$ cat config.mk
export PLATFORM = sky130hd
export DESIGN_NAME = uht_host_token
export DESIGN_NICKNAME = d
export VERILOG_FILES = /design/src/rtl/uht_pkg.sv /design/src/rtl/uht_host_token.sv /design/src/rtl/uht_token_decode.sv /design/src/rtl/uht_axil_slave.sv
export SDC_FILE = /design/constraint.sdc
export NUM_CORES = 1
export LEC_CHECK = 0
export BUFFER_PORTS_ARGS = -buffer_cell sky130_fd_sc_hd__buf_2
export CORE_MARGIN = 8
export CORE_UTILIZATION = 58
export CTS_BUF_LIST = sky130_fd_sc_hd__clkbuf_8
export CTS_CLUSTER_SIZE = 12
export DETAILED_ROUTE_END_ITERATION = 8
export GPL_ROUTABILITY_DRIVEN = 0
export PLACE_DENSITY = 0.91
export SYNTH_ARGS = -nofsm -noshare
export SYNTH_HDL_FRONTEND = slang
export SYNTH_HIERARCHICAL = 1
export SYNTH_SLANG_ARGS = --single-unit
$ cat constraint.sdc
create_clock -name aclk -period 2.65 [get_ports aclk]
set_input_delay 0.1325 -clock aclk [delete_from_list [all_inputs] [get_ports aclk]]
set_output_delay 0.1325 -clock aclk [all_outputs]
set_load 0.05 [all_outputs]
$ cat src/rtl/uht_pkg.sv
// shared constants, register map and carrier types of the host token issuing block
package uht_pkg;

	// clock and frame timing
	localparam int CLK_PERIOD_NS   = 10;
	localparam int FRAME_PERIOD_NS = 1000000;
	localparam int FRAME_CYCLES    = FRAME_PERIOD_NS / CLK_PERIOD_NS;

	// register byte offsets
	localparam logic [7:0] OFS_TOKEN  = 8'h00;
	localparam logic [7:0] OFS_STATUS = 8'h04;
	localparam logic [7:0] OFS_MASK   = 8'h08;
	localparam logic [7:0] OFS_STATE  = 8'h0c;
	localparam logic [7:0] OFS_CTRL   = 8'h10;
	localparam logic [7:0] OFS_FRAME  = 8'h14;

	// field positions
	localparam int TOG_BIT      = 7;
	localparam int CODE_LSB     = 4;
	localparam int EP_LSB       = 0;
	localparam int STAT_DONE    = 0;
	localparam int STAT_TERR    = 1;
	localparam int CTRL_RST     = 0;
	localparam int CTRL_HOST    = 1;
	localparam int STATE_CONN   = 0;
	localparam int STATE_BUSY   = 1;
	localparam int STATE_HS_LSB = 2;

	// reset values
	localparam logic [7:0]  TOKEN_RST = 8'h00;
	localparam logic [10:0] FRAME_RST = 11'h000;
	localparam logic [1:0]  STAT_RST  = 2'h0;

	// token codes
	localparam logic [2:0] CODE_NONE    = 3'h0;
	localparam logic [2:0] CODE_SETUP   = 3'h1;
	localparam logic [2:0] CODE_IN      = 3'h2;
	localparam logic [2:0] CODE_OUT     = 3'h3;
	localparam logic [2:0] CODE_SOF     = 3'h4;
	localparam logic [2:0] CODE_ISO_IN  = 3'h5;
	localparam logic [2:0] CODE_ISO_OUT = 3'h6;
	localparam logic [2:0] CODE_RSVD    = 3'h7;

	// bus responses
	localparam logic [1:0] RESP_OKAY   = 2'h0;
	localparam logic [1:0] RESP_SLVERR = 2'h2;

	typedef enum logic [2:0] {
		TK_NONE, TK_SETUP, TK_IN, TK_OUT, TK_SOF, TK_ISO_IN, TK_ISO_OUT
	} uht_kind_t;

	// one token as offered to the link
	typedef struct packed {
		uht_kind_t  kind;
		logic [3:0] endpoint;
		logic       data1;
	} uht_token_t;

	// one register write as handed over by the bus slave
	typedef struct packed {
		logic [7:0]  addr;
		logic [31:0] data;
		logic [3:0]  strb;
	} uht_wr_t;

endpackage

$ cat src/rtl/uht_host_token.sv
// host token issuing block: token register, issue engine, frame timer, irq
//
// Function
// - decode three-bit code, seven used, reserved idle
// - on finish clear code, set done flag
// - irq when done flag and enable set
// - toggle picks DATA0/DATA1, mismatch flags error
// - frame marker ignores toggle and endpoint
// - no token sent while disconnected
// - endpoint field addresses the remote endpoint
// - soft reset zeroes toggle, code, endpoint
// - no preamble packet ever produced
// - frame marker every millisecond, frame number increments
//
// The address map and the AXI4-Lite interface to the registers are this design's own decisions.
module uht_host_token
	import uht_pkg::*;
#(
	parameter int FRAME_CNT = FRAME_CYCLES
)
(
	// clock, reset, enable
	input  wire logic        aclk,
	input  wire logic        aresetn,
	input  wire logic        ce,
	// axi4-lite register bus
	input  wire logic [7:0]  s_awaddr,
	input  wire logic        s_awvalid,
	output logic             s_awready,
	input  wire logic [31:0] s_wdata,
	input  wire logic [3:0]  s_wstrb,
	input  wire logic        s_wvalid,
	output logic             s_wready,
	output logic [1:0]       s_bresp,
	output logic             s_bvalid,
	input  wire logic        s_bready,
	input  wire logic [7:0]  s_araddr,
	input  wire logic        s_arvalid,
	output logic             s_arready,
	output logic [31:0]      s_rdata,
	output logic [1:0]       s_rresp,
	output logic             s_rvalid,
	input  wire logic        s_rready,
	// token link towards the packet engine
	output uht_token_t       tok,
	output logic             tok_valid,
	input  wire logic        tok_ready,
	input  wire logic        tok_done,
	input  wire logic [1:0]  tok_hs,
	input  wire logic        tok_rx_tog_valid,
	input  wire logic        tok_rx_tog,
	// port status and unit signals
	input  wire logic        connect_status,
	output logic             frame_marker_busy,
	output logic [10:0]      frame_number,
	output logic             irq
);

	typedef enum logic [1:0] {ST_IDLE, ST_SEND, ST_WAIT} uht_state_t;

	uht_state_t  st_r;
	logic        tog_r;
	logic [2:0]  code_r;
	logic [3:0]  ep_r;
	logic [1:0]  status_r;
	logic [1:0]  mask_r;
	logic [1:0]  hs_r;
	logic        host_r;
	logic        sof_on_r;
	logic        sof_pend_r;
	logic        periodic_r;
	logic [16:0] timer_r;
	uht_wr_t     wr;
	logic        wr_en;
	uht_kind_t   kind;
	logic        kind_in;
	logic        kind_sof;
	logic        kind_op;
	uht_kind_t   wkind;
	logic        wkind_sof;
	logic        wkind_op;
	logic        wr_ok;
	logic        rd_ok;
	logic [31:0] rd_data;

	localparam logic [16:0] FRAME_RELOAD = 17'(FRAME_CNT - 1);

	// register bus front end
	uht_axil_slave u_bus (
		.aclk    (aclk),
		.aresetn (aresetn),
		.ce      (ce),
		.awaddr  (s_awaddr),
		.awvalid (s_awvalid),
		.awready (s_awready),
		.wdata   (s_wdata),
		.wstrb   (s_wstrb),
		.wvalid  (s_wvalid),
		.wready  (s_wready),
		.bresp   (s_bresp),
		.bvalid  (s_bvalid),
		.bready  (s_bready),
		.arvalid (s_arvalid),
		.arready (s_arready),
		.rdata   (s_rdata),
		.rresp   (s_rresp),
		.rvalid  (s_rvalid),
		.rready  (s_rready),
		.wr      (wr),
		.wr_en   (wr_en),
		.wr_ok   (wr_ok),
		.rd_data (rd_data),
		.rd_ok   (rd_ok)
	);

	// decoders for the held code and for the code being written
	uht_token_decode u_dec (
		.code   (code_r),
		.kind   (kind),
		.is_in  (kind_in),
		.is_sof (kind_sof),
		.is_op  (kind_op)
	);

	uht_token_decode u_wdec (
		.code   (wr.data[CODE_LSB+2:CODE_LSB]),
		.kind   (wkind),
		.is_in  (),
		.is_sof (wkind_sof),
		.is_op  (wkind_op)
	);

	// address decode, unmapped offsets answer slverr
	wire logic hit_token  = (wr.addr == OFS_TOKEN);
	wire logic hit_status = (wr.addr == OFS_STATUS);
	wire logic hit_mask   = (wr.addr == OFS_MASK);
	wire logic hit_ctrl   = (wr.addr == OFS_CTRL);
	wire logic hit_frame  = (wr.addr == OFS_FRAME);
	wire logic hit_state  = (wr.addr == OFS_STATE);
	assign wr_ok = hit_token || hit_status || hit_mask || hit_ctrl || hit_frame || hit_state;
	wire logic lo_wr = wr_en && wr.strb[0];

	// read mux on the live read address
	wire logic [31:0] rd_token  = {24'h000000, tog_r, code_r, ep_r};
	wire logic [31:0] rd_state  = {27'h0000000, host_r, hs_r, frame_marker_busy, connect_status};
	wire logic [31:0] rd_frame  = {21'h000000, frame_number};
	assign rd_ok     = (s_araddr == OFS_TOKEN) || (s_araddr == OFS_STATUS) ||
	                              (s_araddr == OFS_MASK) || (s_araddr == OFS_STATE) ||
	                              (s_araddr == OFS_CTRL) || (s_araddr == OFS_FRAME);
	assign rd_data   = (s_araddr == OFS_TOKEN)  ? rd_token :
	                              (s_araddr == OFS_STATUS) ? {30'h00000000, status_r} :
	                              (s_araddr == OFS_MASK)   ? {30'h00000000, mask_r} :
	                              (s_araddr == OFS_STATE)  ? rd_state :
	                              (s_araddr == OFS_CTRL)   ? {30'h00000000, host_r, 1'b0} :
	                              (s_araddr == OFS_FRAME)  ? rd_frame : 32'h0000_0000;

	// control strobes
	wire logic soft_rst  = lo_wr && hit_ctrl && wr.data[CTRL_RST];
	// writes refused while an operation is held, outside host mode, or a repeat marker start
	wire logic tok_wr    = lo_wr && hit_token && (code_r == CODE_NONE) && host_r &&
	                       !(wkind_sof && sof_on_r);
	wire logic idle_pick = ce && (st_r == ST_IDLE);
	wire logic pick_sof  = idle_pick && sof_pend_r && connect_status;
	wire logic pick_code = idle_pick && !sof_pend_r && kind_op && connect_status;
	wire logic drop_code = idle_pick && kind_op && !connect_status;
	wire logic fin       = ce && (st_r == ST_WAIT) && tok_done;
	wire logic fin_sof   = fin && (periodic_r || kind_sof);
	wire logic fin_code  = fin && !periodic_r;
	wire logic tog_err   = fin_code && kind_in && tok_rx_tog_valid && (tok_rx_tog != tog_r);

	// sticky status: hardware set wins over write-one-to-clear
	wire logic [1:0] st_clr = (lo_wr && hit_status) ? wr.data[1:0] : 2'h0;
	wire logic [1:0] st_set = {tog_err, fin_code};
	wire logic [1:0] status_nxt = (status_r & ~st_clr) | st_set;

	// token register: written fields, code cleared at finish or on a drop, all fields cleared by soft reset
	always_ff @(posedge aclk)
	begin
		if (!aresetn || (ce && soft_rst))
		begin
			tog_r  <= 1'b0;
			code_r <= CODE_NONE;
			ep_r   <= 4'h0;
		end
		else if (ce)
		begin
			if (tok_wr)
			begin
				tog_r  <= wr.data[TOG_BIT];
				code_r <= wkind_op ? wr.data[CODE_LSB+2:CODE_LSB] : CODE_NONE;
				ep_r   <= wr.data[EP_LSB+3:EP_LSB];
			end
			else if (fin_code || drop_code)
				code_r <= CODE_NONE;
		end
	end

	// status, mask, mode and handshake capture
	always_ff @(posedge aclk)
	begin
		if (!aresetn)
		begin
			status_r <= STAT_RST;
			mask_r   <= STAT_RST;
			host_r   <= 1'b0;
			hs_r     <= 2'h0;
			irq      <= 1'b0;
		end
		else if (ce)
		begin
			status_r <= status_nxt;
			if (lo_wr && hit_mask)
				mask_r <= wr.data[1:0];
			if (lo_wr && hit_ctrl)
				host_r <= wr.data[CTRL_HOST];
			if (fin_code)
				hs_r <= tok_hs;
			irq <= |(status_r & mask_r);
		end
	end

	// issue engine: offer the token, then wait for the link to report it done
	always_ff @(posedge aclk)
	begin
		if (!aresetn || (ce && soft_rst))
		begin
			st_r       <= ST_IDLE;
			tok_valid  <= 1'b0;
			tok        <= '0;
			periodic_r <= 1'b0;
		end
		else if (ce)
		begin
			case (st_r)
				ST_IDLE:
				begin
					if (pick_sof || pick_code)
					begin
						st_r       <= ST_SEND;
						tok_valid  <= 1'b1;
						periodic_r <= pick_sof;
						tok.kind   <= pick_sof ? TK_SOF : kind;
						// marker carries neither toggle nor endpoint
						tok.endpoint <= (pick_sof || kind_sof) ? 4'h0 : ep_r;
						tok.data1    <= (pick_sof || kind_sof) ? 1'b0 : tog_r;
					end
				end
				ST_SEND:
				begin
					if (tok_ready)
					begin
						tok_valid <= 1'b0;
						st_r      <= ST_WAIT;
					end
				end
				ST_WAIT:
				begin
					if (tok_done)
						st_r <= ST_IDLE;
				end
				default:
					st_r <= ST_IDLE;
			endcase
		end
	end

	// frame timer: a pending marker waits for the engine to go idle
	always_ff @(posedge aclk)
	begin
		if (!aresetn || (ce && soft_rst))
		begin
			sof_on_r     <= 1'b0;
			sof_pend_r   <= 1'b0;
			timer_r      <= 17'h00000;
			frame_number <= FRAME_RST;
		end
		else if (ce)
		begin
			if (fin_sof)
				frame_number <= frame_number + 11'h001;
			else if (lo_wr && hit_frame && !frame_marker_busy)
				frame_number <= {wr.data[10:8] & {3{wr.strb[1]}}, wr.data[7:0]};
			if (fin_code && kind_sof)
			begin
				sof_on_r <= 1'b1;
				timer_r  <= FRAME_RELOAD;
			end
			else if (sof_on_r)
				timer_r <= (timer_r == 17'h00000) ? FRAME_RELOAD : timer_r - 17'h00001;
			if (sof_on_r && (timer_r == 17'h00000))
				sof_pend_r <= 1'b1;
			else if (pick_sof || (idle_pick && !connect_status))
				sof_pend_r <= 1'b0;
		end
	end

	// busy while a marker is queued or on the link
	always_ff @(posedge aclk)
	begin
		if (!aresetn)
			frame_marker_busy <= 1'b0;
		else if (ce)
			frame_marker_busy <= sof_pend_r || ((st_r != ST_IDLE) && (periodic_r || kind_sof));
	end
endmodule

$ cat src/rtl/uht_token_decode.sv
// token code decoder of the host token issuing block
module uht_token_decode
	import uht_pkg::*;
(
	// code in
	input  wire logic [2:0] code,
	// decoded kind
	output uht_kind_t       kind,
	output logic            is_in,
	output logic            is_sof,
	output logic            is_op
);

	// reserved code maps to no action, no preamble kind exists at all
	assign kind = (code == CODE_SETUP)   ? TK_SETUP :
	              (code == CODE_IN)      ? TK_IN :
	              (code == CODE_OUT)     ? TK_OUT :
	              (code == CODE_SOF)     ? TK_SOF :
	              (code == CODE_ISO_IN)  ? TK_ISO_IN :
	              (code == CODE_ISO_OUT) ? TK_ISO_OUT : TK_NONE;

	// class flags
	assign is_in  = (kind == TK_IN) || (kind == TK_ISO_IN);
	assign is_sof = (kind == TK_SOF);
	assign is_op  = (kind != TK_NONE);

endmodule

$ cat src/rtl/uht_axil_slave.sv
// axi4-lite slave front end: single outstanding write and read
module uht_axil_slave
	import uht_pkg::*;
(
	// clock and reset
	input  wire logic        aclk,
	input  wire logic        aresetn,
	input  wire logic        ce,
	// write channels
	input  wire logic [7:0]  awaddr,
	input  wire logic        awvalid,
	output logic             awready,
	input  wire logic [31:0] wdata,
	input  wire logic [3:0]  wstrb,
	input  wire logic        wvalid,
	output logic             wready,
	output logic [1:0]       bresp,
	output logic             bvalid,
	input  wire logic        bready,
	// read channels
	input  wire logic        arvalid,
	output logic             arready,
	output logic [31:0]      rdata,
	output logic [1:0]       rresp,
	output logic             rvalid,
	input  wire logic        rready,
	// register side
	output uht_wr_t          wr,
	output logic             wr_en,
	input  wire logic        wr_ok,
	input  wire logic [31:0] rd_data,
	input  wire logic        rd_ok
);

	uht_wr_t wr_r;

	// a write fires once both address and data are held and no response waits
	assign wr_en = ce && !awready && !wready && !bvalid;
	assign wr    = wr_r;

	// write side, address and data taken in either order
	always_ff @(posedge aclk)
	begin
		if (!aresetn)
		begin
			awready <= 1'b1;
			wready  <= 1'b1;
			bvalid  <= 1'b0;
			bresp   <= RESP_OKAY;
			wr_r    <= '0;
		end
		else if (ce)
		begin
			if (awvalid && awready)
			begin
				awready    <= 1'b0;
				wr_r.addr  <= awaddr;
			end
			if (wvalid && wready)
			begin
				wready     <= 1'b0;
				wr_r.data  <= wdata;
				wr_r.strb  <= wstrb;
			end
			if (wr_en)
			begin
				bvalid <= 1'b1;
				bresp  <= wr_ok ? RESP_OKAY : RESP_SLVERR;
			end
			if (bvalid && bready)
			begin
				bvalid  <= 1'b0;
				awready <= 1'b1;
				wready  <= 1'b1;
			end
		end
	end

	// read side, data muxed from the live address in the taking cycle
	always_ff @(posedge aclk)
	begin
		if (!aresetn)
		begin
			arready <= 1'b1;
			rvalid  <= 1'b0;
			rdata   <= 32'h0000_0000;
			rresp   <= RESP_OKAY;
		end
		else if (ce)
		begin
			if (arvalid && arready)
			begin
				arready <= 1'b0;
				rvalid  <= 1'b1;
				rdata   <= rd_data;
				rresp   <= rd_ok ? RESP_OKAY : RESP_SLVERR;
			end
			else if (rvalid && rready)
			begin
				rvalid  <= 1'b0;
				arready <= 1'b1;
			end
		end
	end

endmodule

==> results.py <==
metrics = {
    "status": {
        "status": "complete, no violations",
    },
    "layout": {
        "multi_input_area_um2": 3103,
        "fin_cells": 949,
        "fillers": 624,
        "fin_nets": 872,
        "layout-drive-gt1-share_pct": 19.63,
        "ff_latch_area_um2": 2382,
        "area_growth_pct": 21.16,
    },
    "hold_path": {
        "hold_class": "primary input to flip-flop",
        "holdPathStages": 3,
        "min_to": "u_bus/wready",
        "hold_start": "s_wvalid",
    },
    "global_routing": {
        "grt_start_max_net_pins": 61,
        "antenna_found_initial": 0,
        "top_usage_layer": "met2",
        "met1_usage_pct": 29.27,
        "grt_util_met2_pct": 42.56,
        "grtUsageTotal_pct": 25.97,
        "grt_pass1_wl_mm": 27.37,
        "first_global_vias": 5522,
        "grt-ovfl-total": 0,
        "grtUsageMet3_pct": 6.828,
    },
    "pwr": {
        "power.density_nw_per_um2": 579.3,
        "vdd_drop_max_mv": 0.3143,
        "leakagePower_nw": 2.868,
        "total_power_w": 0.004009,
    },
    "cts": {
        "cts.sinks": 119,
        "clkLatencyLatePin_ns": 0.44,
        "cts_resized": 0,
        "cts-root-buf": "clkbuf_8",
        "clk_pin_slew_ns": 0.07,
        "cts_tree": "yes",
        "cts_buffers": 17,
        "htreeDepth": 4,
        "clockBufferDepth": 2,
    },
    "floorplan": {
        "start_util_pct": 58.98,
        "core-area_um2": 9684,
        "die_area_um2": 13280,
        "die_w_um": 115.2,
        "rows": 36,
        "io_pins": 130,
        "die_h_um": 115.2,
    },
    "critical_path": {
        "start_kind": "flip-flop",
        "end_kind": "flip-flop",
        "slowest_delay_ns": 0.59,
        "worstPathRequired_ns": 2.98,
        "r2r_cells": 5,
        "regToRegSetupSlack_ns": 0.23,
        "cp_slowest_cell": "and4_1",
        "r2r-start": "u_bus/wr[36]",
        "cp_top_family": "simple AND/OR/NAND/NOR gates",
        "crit_type": "flip-flop to flip-flop",
        "cp_num_buf_inv": 0,
        "worstPathMaxFanout": 8,
        "r2r-end": "ep_r[1]",
        "cp.arrival_ns": 2.74,
        "path_cells": "or4_4, nor3_1, and4_1, mux2i_1, nor2_1",
    },
    "sta": {
        "min_period_over_period_pct": 91.23,
        "finalSetupTns_ns": 0,
        "period_minus_slack_ns": 2.418,
        "worstMarginPinSlew_ns": 0.6456,
        "max_slew_margin_pct": 56.67,
        "rsz0062_at_grt": "false",
        "fin_skew_ns": 0.01227,
        "finalSetupViolCount": 0,
        "fin_ws_ns": 0.2323,
        "slew_violations": 0,
        "hold_viol_final": 0,
        "fmax_mhz": 413.6,
    },
    "detailed_routing": {
        "route.vias.total": 5745,
        "wire_per_inst_um": 18.21,
        "wl_mm": 17.29,
        "via_per_inst": 6.054,
        "ant_nets": 0,
        "drcViolationCount": 0,
        "drt_pre_antenna_iters": 8,
        "drtIter0Drc": 634,
    },
    "place": {
        "place_ws_ns": 0.5032,
        "dp_hpwl_mm": 10.83,
        "dpl.cell_count": 892,
        "port_buffers": 104,
    },
    "synth": {
        "synth.avg_cell_area_um2": 8.550,
        "yosysWarnings": 6,
        "syn_area_um2": 5712,
        "synthCells": 668,
    },
    "run": {
        "drv_cap": 0,
    },
}
layout make-up:
class	instances	share of cell area (%)
clock inverters	12	2.152
repair buffers	136	11.90
flip-flops and latches	119	34.42
clock buffers	20	3.978
diodes	1	0.03616
well taps	133	2.405
inverters	5	0.2712
multi-input cells	523	44.84
worst max path at each step:
stage	startpoint	to	slack, ns	cells after the start
2_1_floorplan	u_bus/bvalid	frame_number[1]	0.48	6
3_3_place_gp	code_r[2]	timer_r[10]	0.53	6
3_5_place_dp	u_bus/wr[36]	ep_r[3]	0.50	5
4_1_cts	u_bus/wr[36]	ep_r[1]	0.30	5
5_1_grt	u_bus/bvalid	ep_r[1]	0.07	6
6_report	u_bus/wr[36]	ep_r[1]	0.23	5
flip-flops by register name, summed over array words and instances (netlist names), 2 cells and up:
register / cells
status_r: 2
code_r: 3
hs_r: 2
mask_r: 2
timer_r: 17
tok: 8
st_r: 2
frame_number: 11
u_bus/wr: 21
ep_r: 4
u_bus/rdata: 32
worst register-to-register path: stages (launching register included):
cell and delay (ns):
dfxtp_1 0.31, or4_4 0.57, nor3_1 0.43, and4_1 0.59, mux2i_1 0.34, nor2_1 0.07
per-layer routing:
layer | share of wire, % | vias up
li1 | - | 2601
met1 | 38 | 2642
met4 | 5.4 | 0
met3 | 9.4 | 98
met2 | 48 | 404
met5 | 0 | -
per-stage QoR:
| step | hold WS [ns] | area [um^2] | utilization, % |
|---|---|---|---|
| final | 0.01504 | 6920 | 71.46 |
| after global routing | 0.02667 | 6918 | 71.43 |
| after CTS | 0.002087 | 6918 | 71.43 |
| after detailed placement | 0.3912 | 6254 | 64.57 |
| after global placement | 0.3808 | 6254 | 64.57 |
| after floorplan | 0.2746 | 5791 | - |
cell usage in the layout, fill, tap and decap left out, types with 5 or more instances in the layout:
| cell | n |
|---|---|
| xnor2_1 | 8 |
| buf_2 | 103 |
| or3_1 | 7 |
| nand3b_1 | 5 |
| nor2b_1 | 6 |
| a22oi_1 | 6 |
| nor3_1 | 18 |
| nor4_1 | 13 |
| a21oi_1 | 43 |
| clkbuf_8 | 20 |
| dlygate4sd3_1 | 24 |
| a21boi_0 | 6 |
| and2_1 | 6 |
| o21ai_0 | 18 |
| nor2_1 | 42 |
| buf_4 | 9 |
| nand2_1 | 149 |
| nand3_1 | 17 |
| dfxtp_1 | 119 |
| inv_1 | 6 |
| conb_1 | 23 |
| nand4_1 | 6 |
| mux2i_1 | 65 |
what timing repair did:
item | 4_1_cts | 5_1_grt
hold buffers | 24 | 0
hold endpoints to repair | 24 | 0
buffers inserted | 0 | 0
power breakdown:
part,leakage (nW),switching (W),total [W],internal [W]
Clock,0.213,0.000761,0.00176,0.00100
Sequential,0.964,0.0000368,0.00186,0.00183
Combinational,1.69,0.000247,0.000381,0.000134
Total,2.87,0.00104,0.00401,0.00296
Power figures use the tool's default switching activity.
